$ cat src/ulpirg_pkg.sv
/*
 * Package for the link-side register bank: register addresses, field positions,
 * reset values and timing figures.
 * Assumes a single 25 MHz system clock; the link reaches the bank through a
 * simple address/data port that the surrounding interface logic decodes.
 */
package ulpirg_pkg;
	localparam int unsigned   ULPIRG_ADDR_W  = 6;
	localparam int unsigned   ULPIRG_DATA_W  = 8;
	localparam int unsigned   ULPIRG_NUM_SRC = 5;

	// write, set, clear addresses of the four control registers, read decodes all three; then the status and latch read addresses
	localparam logic [5:0] ULPIRG_IFC_WR  = 6'h07;
	localparam logic [5:0] ULPIRG_IFC_SET = 6'h08;
	localparam logic [5:0] ULPIRG_IFC_CLR = 6'h09;
	localparam logic [5:0] ULPIRG_DRC_WR  = 6'h0A;
	localparam logic [5:0] ULPIRG_DRC_SET = 6'h0B;
	localparam logic [5:0] ULPIRG_DRC_CLR = 6'h0C;
	localparam logic [5:0] ULPIRG_RIS_WR  = 6'h0D;
	localparam logic [5:0] ULPIRG_RIS_SET = 6'h0E;
	localparam logic [5:0] ULPIRG_RIS_CLR = 6'h0F;
	localparam logic [5:0] ULPIRG_FAL_WR  = 6'h10;
	localparam logic [5:0] ULPIRG_FAL_SET = 6'h11;
	localparam logic [5:0] ULPIRG_FAL_CLR = 6'h12;
	localparam logic [5:0] ULPIRG_STAT    = 6'h13;
	localparam logic [5:0] ULPIRG_LATCH   = 6'h14;

	// reset values and the implemented mask of the edge enables
	localparam logic [7:0] ULPIRG_IFC_RST = 8'h00;
	localparam logic [7:0] ULPIRG_DRC_RST = 8'h06;
	localparam logic [7:0] ULPIRG_EDG_RST = 8'h1F;
	localparam logic [7:0] ULPIRG_EDG_MSK = 8'h1F;

	// interface configuration fields
	localparam int unsigned ULPIRG_B_SIX   = 0;
	localparam int unsigned ULPIRG_B_THREE = 1;
	localparam int unsigned ULPIRG_B_CAR   = 2;
	localparam int unsigned ULPIRG_B_CLKH  = 3;
	localparam int unsigned ULPIRG_B_AUTOW = 4;
	localparam int unsigned ULPIRG_B_INV   = 5;
	localparam int unsigned ULPIRG_B_BYP   = 6;
	localparam int unsigned ULPIRG_B_STPD  = 7;

	// dual-role control fields
	localparam int unsigned ULPIRG_B_IDPU  = 0;
	localparam int unsigned ULPIRG_B_DPPD  = 1;
	localparam int unsigned ULPIRG_B_DMPD  = 2;
	localparam int unsigned ULPIRG_B_DIS   = 3;
	localparam int unsigned ULPIRG_B_CHG   = 4;
	localparam int unsigned ULPIRG_B_DRV   = 5;
	localparam int unsigned ULPIRG_B_DRVA  = 6;
	localparam int unsigned ULPIRG_B_EXTS  = 7;

	// event sources, in latch bit order
	localparam int unsigned ULPIRG_S_HDIS  = 0;
	localparam int unsigned ULPIRG_S_PWR   = 1;
	localparam int unsigned ULPIRG_S_SESS  = 2;
	localparam int unsigned ULPIRG_S_SEND  = 3;
	localparam int unsigned ULPIRG_S_IDENT_TIED_LOW = 4;

	localparam int unsigned ULPIRG_CLK_MHZ = 25;

	typedef enum logic [1:0] {
		ULPIRG_OP_WRITE,
		ULPIRG_OP_SET,
		ULPIRG_OP_CLEAR,
		ULPIRG_OP_NONE
	} ulpirg_op_t;
endpackage

$ cat src/ulpirg_reg8.sv
/*
 * One 8-bit register with write, set and clear operations plus a hardware
 * clear mask. Bits outside the implemented mask hold zero from the first clock after reset; reset loads RST_VAL unmasked.
 * Assumes the op code is decoded by the caller and is valid for one cycle.
 */
`timescale 1ns/1ps
`default_nettype none
module ulpirg_reg8
	import ulpirg_pkg::*;
#(
	parameter logic [7:0] RST_VAL  = 8'h00,
	parameter logic [7:0] IMPL_MSK = 8'hFF
) (
	input  wire logic       i_clk,
	input  wire logic       i_reset,
	input  wire ulpirg_op_t i_op,
	input  wire logic [7:0] i_data,
	input  wire logic [7:0] i_hw_clr,
	output logic      [7:0] o_value
);
	logic [7:0] value_r;
	logic [7:0] value_nxt;
	logic [7:0] sw_val;

	always_comb begin
		unique case (i_op)
			ULPIRG_OP_WRITE: sw_val = i_data;
			ULPIRG_OP_SET:   sw_val = value_r | i_data;
			ULPIRG_OP_CLEAR: sw_val = value_r & ~i_data;
			ULPIRG_OP_NONE:  sw_val = value_r;
		endcase
	end

	// a link write in the same cycle as a hardware exit still leaves the exit visible
	assign value_nxt = sw_val & ~i_hw_clr & IMPL_MSK;

	always_ff @(posedge i_clk) begin
		if (i_reset) begin
			value_r <= RST_VAL;
		end else begin
			value_r <= value_nxt;
		end
	end

	assign o_value = value_r;
endmodule
`default_nettype wire

$ cat src/ulpirg_bank.sv
/*
 * Link-accessible control register bank: interface configuration, dual-role
 * line control, and rising/falling edge event enables, with the event latch
 * and live status they steer.
 * Assumes the ULPI framing logic presents one decoded register access per
 * cycle (i_wr_en, i_rd_en with i_addr) synchronous to i_clk, and that the
 * analog comparators and mode-exit strobes arrive synchronous to i_clk.
 * A mode-exit strobe wins over a link write of the same mode bit, and an
 * edge event wins over the read that clears the latch, so neither is lost.
 * The first cycle after reset raises no events: there is no prior sample yet.
 */
// Summary of operation
// - interface config: read 07-09, write/set/clear
// - dual-role control: read 0A-0C, write/set/clear
// - rising enables: read 0D-0F, write/set/clear
// - falling enables: read 10-12, write/set/clear
// - bit0 selects six-wire serial, auto-cleared
// - bit1 selects three-wire serial, auto-cleared
// - bit2 selects car accessory mode, auto-cleared
// - bit3 keeps clock running in alternate modes
// - bit4 auto resume, host operation only
// - bit5 inverts external power flag
// - bit6 bypasses AND with internal comparator
// - bit7 disables stop-pin protection pull-up
// - dual-role bit0 drives ident pull-up enable
// - bits1,2 enable D+/D- pull-downs, reset one
// - bit3 connects bus-power discharge resistor
// - bit4 connects bus-power charge resistor
// - charge pump on when bit5 or bit6
// - bit7 picks external flag as power-valid
// - rising enables bits0-4 unmask, reset one
// - host-detach host only; bits7-5 read zero
// - falling enables bits0-2 unmask, reset one
// - falling bits3-4 unmask, reset one, upper zero
// - unmasked edge sets latch; read clears
`timescale 1ns/1ps
`default_nettype none
module ulpirg_bank
	import ulpirg_pkg::*;
(
	input  wire logic                     i_clk,
	input  wire logic                     i_reset,
	input  wire logic [ULPIRG_ADDR_W-1:0] i_addr,
	input  wire logic                     i_wr_en,
	input  wire logic [ULPIRG_DATA_W-1:0] i_wr_data,
	input  wire logic                     i_rd_en,
	output logic      [ULPIRG_DATA_W-1:0] o_rd_data,
	output logic                          o_rd_valid,
	input  wire logic                     i_host_mode,
	input  wire logic                     i_serial_exit,
	input  wire logic                     i_car_exit,
	input  wire logic                     i_host_detach,
	input  wire logic                     i_power_cmp,
	input  wire logic                     i_ext_power_flag_in,
	input  wire logic                     i_session_ok,
	input  wire logic                     i_session_over,
	input  wire logic                     i_ident_tied_low,
	output logic                          o_six_wire_serial_select,
	output logic                          o_three_wire_serial_select,
	output logic                          o_car_accessory_select,
	output logic                          o_link_clock_run,
	output logic                          o_auto_wake_signal,
	output logic                          o_stop_pullup_enable,
	output logic                          o_ident_pin_pullup_en,
	output logic                          o_dplus_pulldown_en,
	output logic                          o_dminus_pulldown_en,
	output logic                          o_bus_power_discharge,
	output logic                          o_bus_power_charge,
	output logic                          o_charge_pump_enable_out,
	output logic                          o_power_valid
);
	////////////////////////////////////////////////////////////////////////
	// access decode

	// set and clear sit at the same steps above the write address of every trio
	localparam logic [5:0] SET_STEP = ULPIRG_IFC_SET - ULPIRG_IFC_WR;
	localparam logic [5:0] CLR_STEP = ULPIRG_IFC_CLR - ULPIRG_IFC_WR;

	function automatic ulpirg_op_t op_of(input logic [5:0] addr, input logic [5:0] base, input logic wr);
		ulpirg_op_t op;
		op = ULPIRG_OP_NONE;
		if (wr && addr == base) begin
			op = ULPIRG_OP_WRITE;
		end else if (wr && addr == base + SET_STEP) begin
			op = ULPIRG_OP_SET;
		end else if (wr && addr == base + CLR_STEP) begin
			op = ULPIRG_OP_CLEAR;
		end
		return op;
	endfunction

	function automatic logic in_trio(input logic [5:0] addr, input logic [5:0] base);
		return (addr >= base) && (addr <= base + CLR_STEP);
	endfunction

	ulpirg_op_t ifc_op;
	ulpirg_op_t drc_op;
	ulpirg_op_t ris_op;
	ulpirg_op_t fal_op;

	// each register answers only to its own three write addresses
	assign ifc_op = op_of(i_addr, ULPIRG_IFC_WR, i_wr_en);
	assign drc_op = op_of(i_addr, ULPIRG_DRC_WR, i_wr_en);
	assign ris_op = op_of(i_addr, ULPIRG_RIS_WR, i_wr_en);
	assign fal_op = op_of(i_addr, ULPIRG_FAL_WR, i_wr_en);

	////////////////////////////////////////////////////////////////////////
	// registers

	logic [7:0] ifc_val;
	logic [7:0] drc_val;
	logic [7:0] ris_val;
	logic [7:0] fal_val;
	logic [7:0] ifc_hw_clr;

	// mode bits drop on the exit strobe of the mode they select
	assign ifc_hw_clr = {5'h00,
		i_car_exit,
		i_serial_exit,
		i_serial_exit};

	ulpirg_reg8 #(.RST_VAL(ULPIRG_IFC_RST), .IMPL_MSK(8'hFF)) u_ifc (
		.i_clk   (i_clk),
		.i_reset (i_reset),
		.i_op    (ifc_op),
		.i_data  (i_wr_data),
		.i_hw_clr(ifc_hw_clr),
		.o_value (ifc_val)
	);

	// line control has no hardware clear: only the link changes it
	ulpirg_reg8 #(.RST_VAL(ULPIRG_DRC_RST), .IMPL_MSK(8'hFF)) u_drc (
		.i_clk   (i_clk),
		.i_reset (i_reset),
		.i_op    (drc_op),
		.i_data  (i_wr_data),
		.i_hw_clr(8'h00),
		.o_value (drc_val)
	);

	// the upper three enable bits are never stored, so they read as zero
	ulpirg_reg8 #(.RST_VAL(ULPIRG_EDG_RST), .IMPL_MSK(ULPIRG_EDG_MSK)) u_ris (
		.i_clk   (i_clk),
		.i_reset (i_reset),
		.i_op    (ris_op),
		.i_data  (i_wr_data),
		.i_hw_clr(8'h00),
		.o_value (ris_val)
	);

	ulpirg_reg8 #(.RST_VAL(ULPIRG_EDG_RST), .IMPL_MSK(ULPIRG_EDG_MSK)) u_fal (
		.i_clk   (i_clk),
		.i_reset (i_reset),
		.i_op    (fal_op),
		.i_data  (i_wr_data),
		.i_hw_clr(8'h00),
		.o_value (fal_val)
	);

	////////////////////////////////////////////////////////////////////////
	// control outputs

	logic ext_flag;
	logic qualified_flag;
	logic alt_mode;

	assign o_six_wire_serial_select   = ifc_val[ULPIRG_B_SIX];
	assign o_three_wire_serial_select = ifc_val[ULPIRG_B_THREE];
	assign o_car_accessory_select     = ifc_val[ULPIRG_B_CAR];

	assign alt_mode         = |ifc_val[ULPIRG_B_CAR:ULPIRG_B_SIX];
	// outside alternate modes the clock always runs
	assign o_link_clock_run = ~alt_mode | ifc_val[ULPIRG_B_CLKH];
	assign o_auto_wake_signal   = ifc_val[ULPIRG_B_AUTOW] & i_host_mode;
	assign o_stop_pullup_enable = ~ifc_val[ULPIRG_B_STPD];

	// the external flag follows its input, flipped by the invert bit; the bypass bit skips the AND with the comparator
	assign ext_flag       = i_ext_power_flag_in ^ ifc_val[ULPIRG_B_INV];
	assign qualified_flag = ifc_val[ULPIRG_B_BYP] ? ext_flag : (ext_flag & i_power_cmp);
	assign o_power_valid  = drc_val[ULPIRG_B_EXTS] ? qualified_flag : i_power_cmp;

	assign o_ident_pin_pullup_en    = drc_val[ULPIRG_B_IDPU];
	assign o_dplus_pulldown_en      = drc_val[ULPIRG_B_DPPD];
	assign o_dminus_pulldown_en     = drc_val[ULPIRG_B_DMPD];
	assign o_bus_power_discharge    = drc_val[ULPIRG_B_DIS];
	assign o_bus_power_charge       = drc_val[ULPIRG_B_CHG];
	assign o_charge_pump_enable_out = drc_val[ULPIRG_B_DRV] | drc_val[ULPIRG_B_DRVA];

	////////////////////////////////////////////////////////////////////////
	// edge events and latch

	logic [ULPIRG_NUM_SRC-1:0] src_now;
	logic [ULPIRG_NUM_SRC-1:0] src_prev_r;
	logic [ULPIRG_NUM_SRC-1:0] src_live;
	logic [ULPIRG_NUM_SRC-1:0] rise_evt;
	logic [ULPIRG_NUM_SRC-1:0] fall_evt;
	logic [ULPIRG_NUM_SRC-1:0] evt;
	logic [ULPIRG_NUM_SRC-1:0] latch_r;
	logic [ULPIRG_NUM_SRC-1:0] latch_nxt;
	logic                      latch_rd;
	logic                      prev_ok_r;
	logic [ULPIRG_NUM_SRC-1:0] evt_raw;

	assign src_live = {i_ident_tied_low, i_session_over, i_session_ok, o_power_valid, i_host_detach};
	// host detach is held low outside host operation; there it raises only a falling event, when host mode ends while it is high
	assign src_now  = {src_live[ULPIRG_NUM_SRC-1:1], src_live[ULPIRG_S_HDIS] & i_host_mode};

	assign rise_evt = src_now & ~src_prev_r & ris_val[ULPIRG_NUM_SRC-1:0];
	assign fall_evt = ~src_now & src_prev_r & fal_val[ULPIRG_NUM_SRC-1:0];
	assign evt_raw  = rise_evt | fall_evt;
	// no events on the first cycle after reset: the previous sample is not yet real
	assign evt      = prev_ok_r ? evt_raw : '0;

	assign latch_rd  = i_rd_en && (i_addr == ULPIRG_LATCH);
	// a new event wins over the read that clears the latch
	assign latch_nxt = (latch_rd ? '0 : latch_r) | evt;

	always_ff @(posedge i_clk) begin
		if (i_reset) begin
			src_prev_r <= '0;
		end else begin
			src_prev_r <= src_now;
		end
	end

	// marks that src_prev_r holds a real sample
	always_ff @(posedge i_clk) begin
		if (i_reset) begin
			prev_ok_r <= 1'b0;
		end else begin
			prev_ok_r <= 1'b1;
		end
	end

	always_ff @(posedge i_clk) begin
		if (i_reset) begin
			latch_r <= '0;
		end else begin
			latch_r <= latch_nxt;
		end
	end

	////////////////////////////////////////////////////////////////////////
	// read path

	localparam int unsigned PAD_W = ULPIRG_DATA_W - ULPIRG_NUM_SRC;

	logic [7:0] rd_mux;
	logic [7:0] rd_data_r;
	logic       rd_valid_r;
	logic [7:0] stat_word;
	logic [7:0] latch_word;
	logic       sel_ifc;
	logic       sel_drc;
	logic       sel_ris;
	logic       sel_fal;
	logic       sel_stat;
	logic       sel_latch;

	assign stat_word  = {{PAD_W{1'b0}}, src_now};
	assign latch_word = {{PAD_W{1'b0}}, latch_r};
	assign sel_ifc    = in_trio(i_addr, ULPIRG_IFC_WR);
	assign sel_drc    = in_trio(i_addr, ULPIRG_DRC_WR);
	assign sel_ris    = in_trio(i_addr, ULPIRG_RIS_WR);
	assign sel_fal    = in_trio(i_addr, ULPIRG_FAL_WR);
	assign sel_stat   = (i_addr == ULPIRG_STAT);
	assign sel_latch  = (i_addr == ULPIRG_LATCH);

	// address windows never overlap, so an or of gated words needs no priority;
	// unmapped addresses select nothing and read as zero
	assign rd_mux = ({ULPIRG_DATA_W{sel_ifc}} & ifc_val)
		| ({ULPIRG_DATA_W{sel_drc}} & drc_val)
		| ({ULPIRG_DATA_W{sel_ris}} & ris_val)
		| ({ULPIRG_DATA_W{sel_fal}} & fal_val)
		| ({ULPIRG_DATA_W{sel_stat}} & stat_word)
		| ({ULPIRG_DATA_W{sel_latch}} & latch_word);

	// one valid pulse per read strobe, back to back allowed
	always_ff @(posedge i_clk) begin
		if (i_reset) begin
			rd_valid_r <= 1'b0;
		end else begin
			rd_valid_r <= i_rd_en;
		end
	end

	// data hold until the next read so the link may pick them up late
	always_ff @(posedge i_clk) begin
		if (i_reset) begin
			rd_data_r <= 8'h00;
		end else if (i_rd_en) begin
			rd_data_r <= rd_mux;
		end
	end

	assign o_rd_data  = rd_data_r;
	assign o_rd_valid = rd_valid_r;
endmodule
`default_nettype wire

$ cat config.mk
export PLATFORM = sky130hd
export DESIGN_NAME = ulpirg_bank
export DESIGN_NICKNAME = d
export VERILOG_FILES = /design/src/ulpirg_pkg.sv /design/src/ulpirg_reg8.sv /design/src/ulpirg_bank.sv
export SDC_FILE = /design/constraint.sdc
export NUM_CORES = 1
export LEC_CHECK = 0
export CAP_MARGIN = 20
export CORE_MARGIN = 1
export CORE_UTILIZATION = 40
export DETAILED_ROUTE_END_ITERATION = 7
export DONT_BUFFER_PORTS = 1
export GPL_TIMING_DRIVEN = 0
export PLACE_DENSITY_LB_ADDON = 0.25
export SYNTH_ARGS = -nofsm -noshare
export SYNTH_HDL_FRONTEND = slang
export SYNTH_HIERARCHICAL = 1
export SYNTH_SLANG_ARGS = --single-unit
export TNS_END_PERCENT = 1
$ cat constraint.sdc
create_clock -name i_clk -period 3.4 [get_ports i_clk]
set_input_delay 0.68 -clock i_clk [delete_from_list [all_inputs] [get_ports i_clk]]
set_output_delay 0.68 -clock i_clk [all_outputs]
set_load 0.005 [all_outputs]
## After elaboration in Yosys (flattened, before gate mapping)

Cells that the tools add are included.

- Register bits: 46
- Input bits: 27
- Output and inout port bits: 22
- Word-level logic and storage cells: 124

- Magnitude comparators: 8
- Equality and inequality tests: 26
- Multiplexer cells: 21
- Bitwise logic cells: 38
- Reductions and logical operators: 22

Operator list:

| cell | count |
|---|---|
| 8-bit bitwise OR | 7 |
| 6-bit by 4-bit equality test with 1-bit output (second input constant) | 8 |
| 8-bit AND | 5 |
| 5-bit case mux with 4 select lines | 2 |
| 8-bit by 5-bit AND with 8-bit output | 4 |
| 8-bit case mux with 4 select lines | 1 |
| 5-bit AND | 6 |
| 6-bit by 5-bit equality test with 1-bit output (second input constant) | 5 |
| 8-bit case mux with 3 select lines | 1 |
| 5-bit bitwise OR | 4 |
| 6-bit by 4-bit less-or-equal comparator with 1-bit output (second input constant) | 3 |
| 1-bit logical AND | 17 |
| 2-bit equality test (second input constant) | 8 |
| 2-bit two-way mux | 8 |
| 6-bit by 4-bit greater-or-equal comparator with 1-bit output (second input constant) | 2 |
| 5-bit two-way mux | 2 |
| 5-bit inverter | 2 |
| 2-bit by 1-bit equality test with 1-bit output (second input constant) | 4 |
| 2-bit zero test | 4 |
| 3-bit inverter with 8-bit output | 1 |
| 8-bit inverter | 1 |
| 1-bit two-way mux | 7 |
| 6-bit by 3-bit equality test with 1-bit output (second input constant) | 1 |
| 6-bit by 3-bit greater-or-equal comparator with 1-bit output (second input constant) | 1 |
| other kinds (7) | 11 |

## Depth between registers and ports, before layout

- Depth after elaboration: 10
- Mapped depth: 8

## By module

The synthesis kept the hierarchy.

By module, submodules not included:

| module | instances | cells each | area each (um^2) | seq. area each (um^2) |
|---|---|---|---|---|
| ulpirg_bank | 1 | 142 | 1,183.6 | 400.4 |
| ulpirg_reg8 (u_fal ...) | 2 | 35 | 287.8 | 100.1 |
| ulpirg_reg8 (u_ifc) | 1 | 43 | 402.9 | 160.2 |
| ulpirg_reg8 (u_drc) | 1 | 43 | 394.1 | 160.2 |

## Worst setup path before layout

No wires, ideal clock.

- Path type: input -> register
- Start: input i_addr[2]
- End: register u_fal.value_r[0], in the netlist u_fal/o_value[0]
- Setup time: 0.120 ns
- Data arrival time: 2.355 ns
- Required time: 3.280 ns
- Path slack: 0.925 ns
- Cell stages on the path: 8
- Buffers on the path: 3
- Cells stage by stage: buf_6 or4b_1 clkbuf_2 or3b_2 buf_6 nand3b_1 a31oi_1 or2_1

RTL lines:

| item | RTL line | text |
|---|---|---|
| start, declared | ulpirg_bank.sv:43 | `input wire logic [ULPIRG_ADDR_W-1:0] i_addr,` |
| 6-bit by 5-bit equality test with 1-bit output | ulpirg_bank.sv:84 | `end else if (wr && addr == base + SET_STEP) begin` |
| 1-bit logical AND | ulpirg_bank.sv:84 |  |
| 2-bit two-way mux | ulpirg_bank.sv:84 |  |
| 2-bit two-way mux * | ulpirg_bank.sv:82 | `if (wr && addr == base) begin` |
| named net fal_op[1] | ulpirg_bank.sv:99 | `ulpirg_op_t fal_op;` |
| 2-bit equality test (tied with other cells) | ulpirg_reg8.sv:26 | `unique case (i_op)` |
| 5-bit case mux with 4 select lines | ulpirg_reg8.sv:26 |  |
| end signal, assigned | ulpirg_reg8.sv:41 | `value_r <= value_nxt;` |
| end, declared | ulpirg_reg8.sv:21 | `logic [7:0] value_r;` |

Mark *: on every way through the listed nets, which the timed path passes. The rest lies on a longest branch.
A chain may end at the register's enable or synchronous reset.

## Worst setup path after layout

- Start: input i_addr[2]
- End: register u_fal.value_r[1], in the netlist u_fal/o_value[1]

The elaborated chain is that of the path after synthesis.

==> results.sh <==
export IMPL_synth_top_cell_area_share_pct=36.0
export IMPL_port_buffers=0
export IMPL_fin_total_pwr_uw=1110
export IMPL_worst_setup_path_type="input port to flop"
export IMPL_reg2reg_setup_slack_ns=1.92
export IMPL_area_growth_pct=11.9
export IMPL_fill_cells=603
export IMPL_die_w_um=81.9
export IMPL_netlist_instances=298
export IMPL_grt_max_degree=27
export IMPL_critPathSlowestCell="or4b_1"
export IMPL_antenna_found_initial=0
export IMPL_synthArstFlopShare_pct=0
export IMPL_ys_seq_area_share_pct=36.0
export IMPL_clk_pin_slew_worst_paths_ns=0.08
export IMPL_maxCapViolCount=0
export IMPL_slew_limit_headroom_pct=51.4
export IMPL_cts_setup_buffers=0
export IMPL_grt_usage_pct=21.5
export IMPL_grt_pass1_vias=2021
export IMPL_fin_worst_skew_ns=0.00377
export IMPL_vias=2327
export IMPL_avgSynthCellArea_um2=8.58
export IMPL_setup_tns_ns=0
export IMPL_synth_largest_area_cell="dfxtp_1"
export IMPL_status="finished, final reports clean"
export IMPL_ctsHoldBuffers=0
export IMPL_vias_per_cell=5.73
export IMPL_arrival_ns=2.50
export IMPL_power_density_nw_per_um2=389
export IMPL_postRouteAntennaNets=0
export IMPL_start_kind="input port"
export IMPL_clkLatencyLatePin_ns=0.30
export IMPL_regArea_um2=921
export IMPL_post_cts_resized=0
export IMPL_io_pins=49
export IMPL_crit_required_ns=3.60
export IMPL_synth_cell_types=46
export IMPL_h_tree_depth=2
export IMPL_synth_ff_type="dfxtp_1"
export IMPL_rows=28
export IMPL_dieArea_um2=6710
export IMPL_critPathMaxStageDelay_ns=0.51
export IMPL_ys_warn_count=6
export IMPL_drt_wirelength_per_cell_um=16.9
export IMPL_slew_viol_final=0
export IMPL_grt_pass1_wl_um=10600
export IMPL_drcViolationCount=0
export IMPL_coreArea_um2=6030
export IMPL_cellLeakagePower_uw=0.00102
export IMPL_ys_ff_latch=46
export IMPL_grt_overflow=0
export IMPL_critPathCaptureType="flop"
export IMPL_vdd_drop_max_mv=0.223
export IMPL_hold_path_class="input port to flop"
export IMPL_cts_tree="yes"
export IMPL_path_cells="buf_6 -> or4b_1 -> clkbuf_2 -> or3b_2 -> buf_6 -> nand3b_1 -> a31oi_1 -> or2_1"
export IMPL_multi_input_area_um2=1580
export IMPL_layout_min_cycle_time_ns=2.30
export IMPL_clockBufferDepth=2
export IMPL_hold_violations=0
export IMPL_initial_utilization_pct=42.4
export IMPL_antenna_cells=0
export IMPL_nets=358
export IMPL_drt_iter0_drc=171
export IMPL_cts_buffers=5
export IMPL_wl_um=6880
export IMPL_fp_dieH_um=81.9
export IMPL_synth_area_leaders="dfxtp_1 36%, nand2b_1 7.1%, nand3b_1 6.8%"
export IMPL_hpwl_um=5080
export IMPL_tightest_slew_ns=0.724
export IMPL_setup_viol=0
export IMPL_crit_path_frequent_cell="buf_6"
export IMPL_detailedRoute_firstPassIterationCount=4
export IMPL_clk_root_buffer_cell="clkbuf_8"
export IMPL_syn_area_um2=2560
export IMPL_crit_fanout=10
export IMPL_final_core_util_pct=47.5
export IMPL_gp_congestion=0.894
export IMPL_grt_setup_unrepaired="no"
export IMPL_period_share_pct=67.6
export IMPL_clock_sinks=46
export IMPL_clock_fmax_mhz=435
export IMPL_synth_edf_count=0
export IMPL_drive_above_1_share_pct=9.97
[path summary, 6_finish.rpt]
check             depth (start not counted)             start          endpoint
hold / removal                            1     i_serial_exit  u_ifc/o_value[0]
setup reg to reg                          4  u_ifc/o_value[5]      o_rd_data[1]
setup / recovery                          8         i_addr[2]  u_fal/o_value[1]
hold reg to reg                           2        latch_r[0]        latch_r[0]
[synth_stat cells, drive strengths merged (7+ instances only)]
cell,n
a211oi,10
a22oi,9
o21ai,16
a31oi,15
nand3,7
nand2,31
nand2b,29
buf,11
or2,14
a311oi,9
nand3b,23
clkbuf,9
nor2b,10
nor2,11
dfxtp,46
[per-layer routing]
layer  share of wire [%]  wire length, um  track usage [%]  vias to the layer above
li1                    -                -                -                     1132
met1                  42             2920             27.1                     1112
met2                  48             3300             35.6                       73
met3                 8.0              548             5.44                       10
met4                 1.5              105             6.67                        0
met5                   0                0                0                        -
[sequential cells by signal, indices dropped and copies added (netlist names)]
name,count
o_rd_data,8
u_drc/o_value,8
u_ifc/o_value,8
latch_r,5
src_prev_r,5
u_fal/o_value,5
u_ris/o_value,5
o_rd_valid,1
prev_ok_r,1
[through the flow]
step / std cells / hold WS (ns) / setup slack, ns / area [um2]
finish: 406 / 0.437 / 1.10 / 2860
CTS: 406 / 0.428 / 1.12 / 2860
detailed placement: 399 / 0.453 / 0.803 / 2750
global route: 406 / 0.418 / 1.07 / 2860
floorplan: 324 / 0.436 / 0.925 / 2650
global placement: 399 / 0.442 / 0.817 / 2750
[critical path, delay by kind of cell]
family | cells | cell delay, ns
buffers and inverters | 3 | 0.45
AND/OR/NAND/NOR | 4 | 1.29
AO/OA/AOI/OAI | 1 | 0.07
[where the power goes]
part	switching [uW]	internal, uW
registers	21.8	563
logic	56.5	54.4
clock network	183	235
total	261	853
[cell type report]
type                            instances  share of cell area, %
Clock buffer                            6                   2.89
Buffer                                 20                   4.81
Inverter                                3                  0.394
Clock inverter                          1                   1.05
Sequential cell                        46                   32.2
Tap cell                               75                   3.28
Multi-Input combinational cell        255                   55.4
[cell families (layout without fill, tap and decap cells)]
kind of cell	Yosys count	count (layout)	synth area share, %
and+or+nand+nor	145	145	33.3
buffers and inverters	23	30	5.82
xor gates and xnor gates	1	1	0.343
muxes	1	1	0.392
DFF	46	46	36.0
other	3	29	0.440
AOI/OAI and AO/OA	79	79	23.7
[placed cells by master (no fill, tap or decap), types with 3 or more instances in the layout]
cell      instances
a211oi_1          8
a21oi_1           4
a221oi_1          5
a222oi_1          5
a22oi_1           9
a311oi_1          7
a31oi_1          15
buf_4             6
buf_6             5
clkbuf_1          7
clkbuf_8          6
conb_1           29
dfxtp_1          46
inv_1             3
nand2_1          31
nand2b_1         29
nand3_1           7
nand3b_1         23
nor2_1           11
nor2b_1          10
o21ai_0          14
or2_1            12
or3b_2            3
No activity file was read; power rests on OpenSTA's default activity.
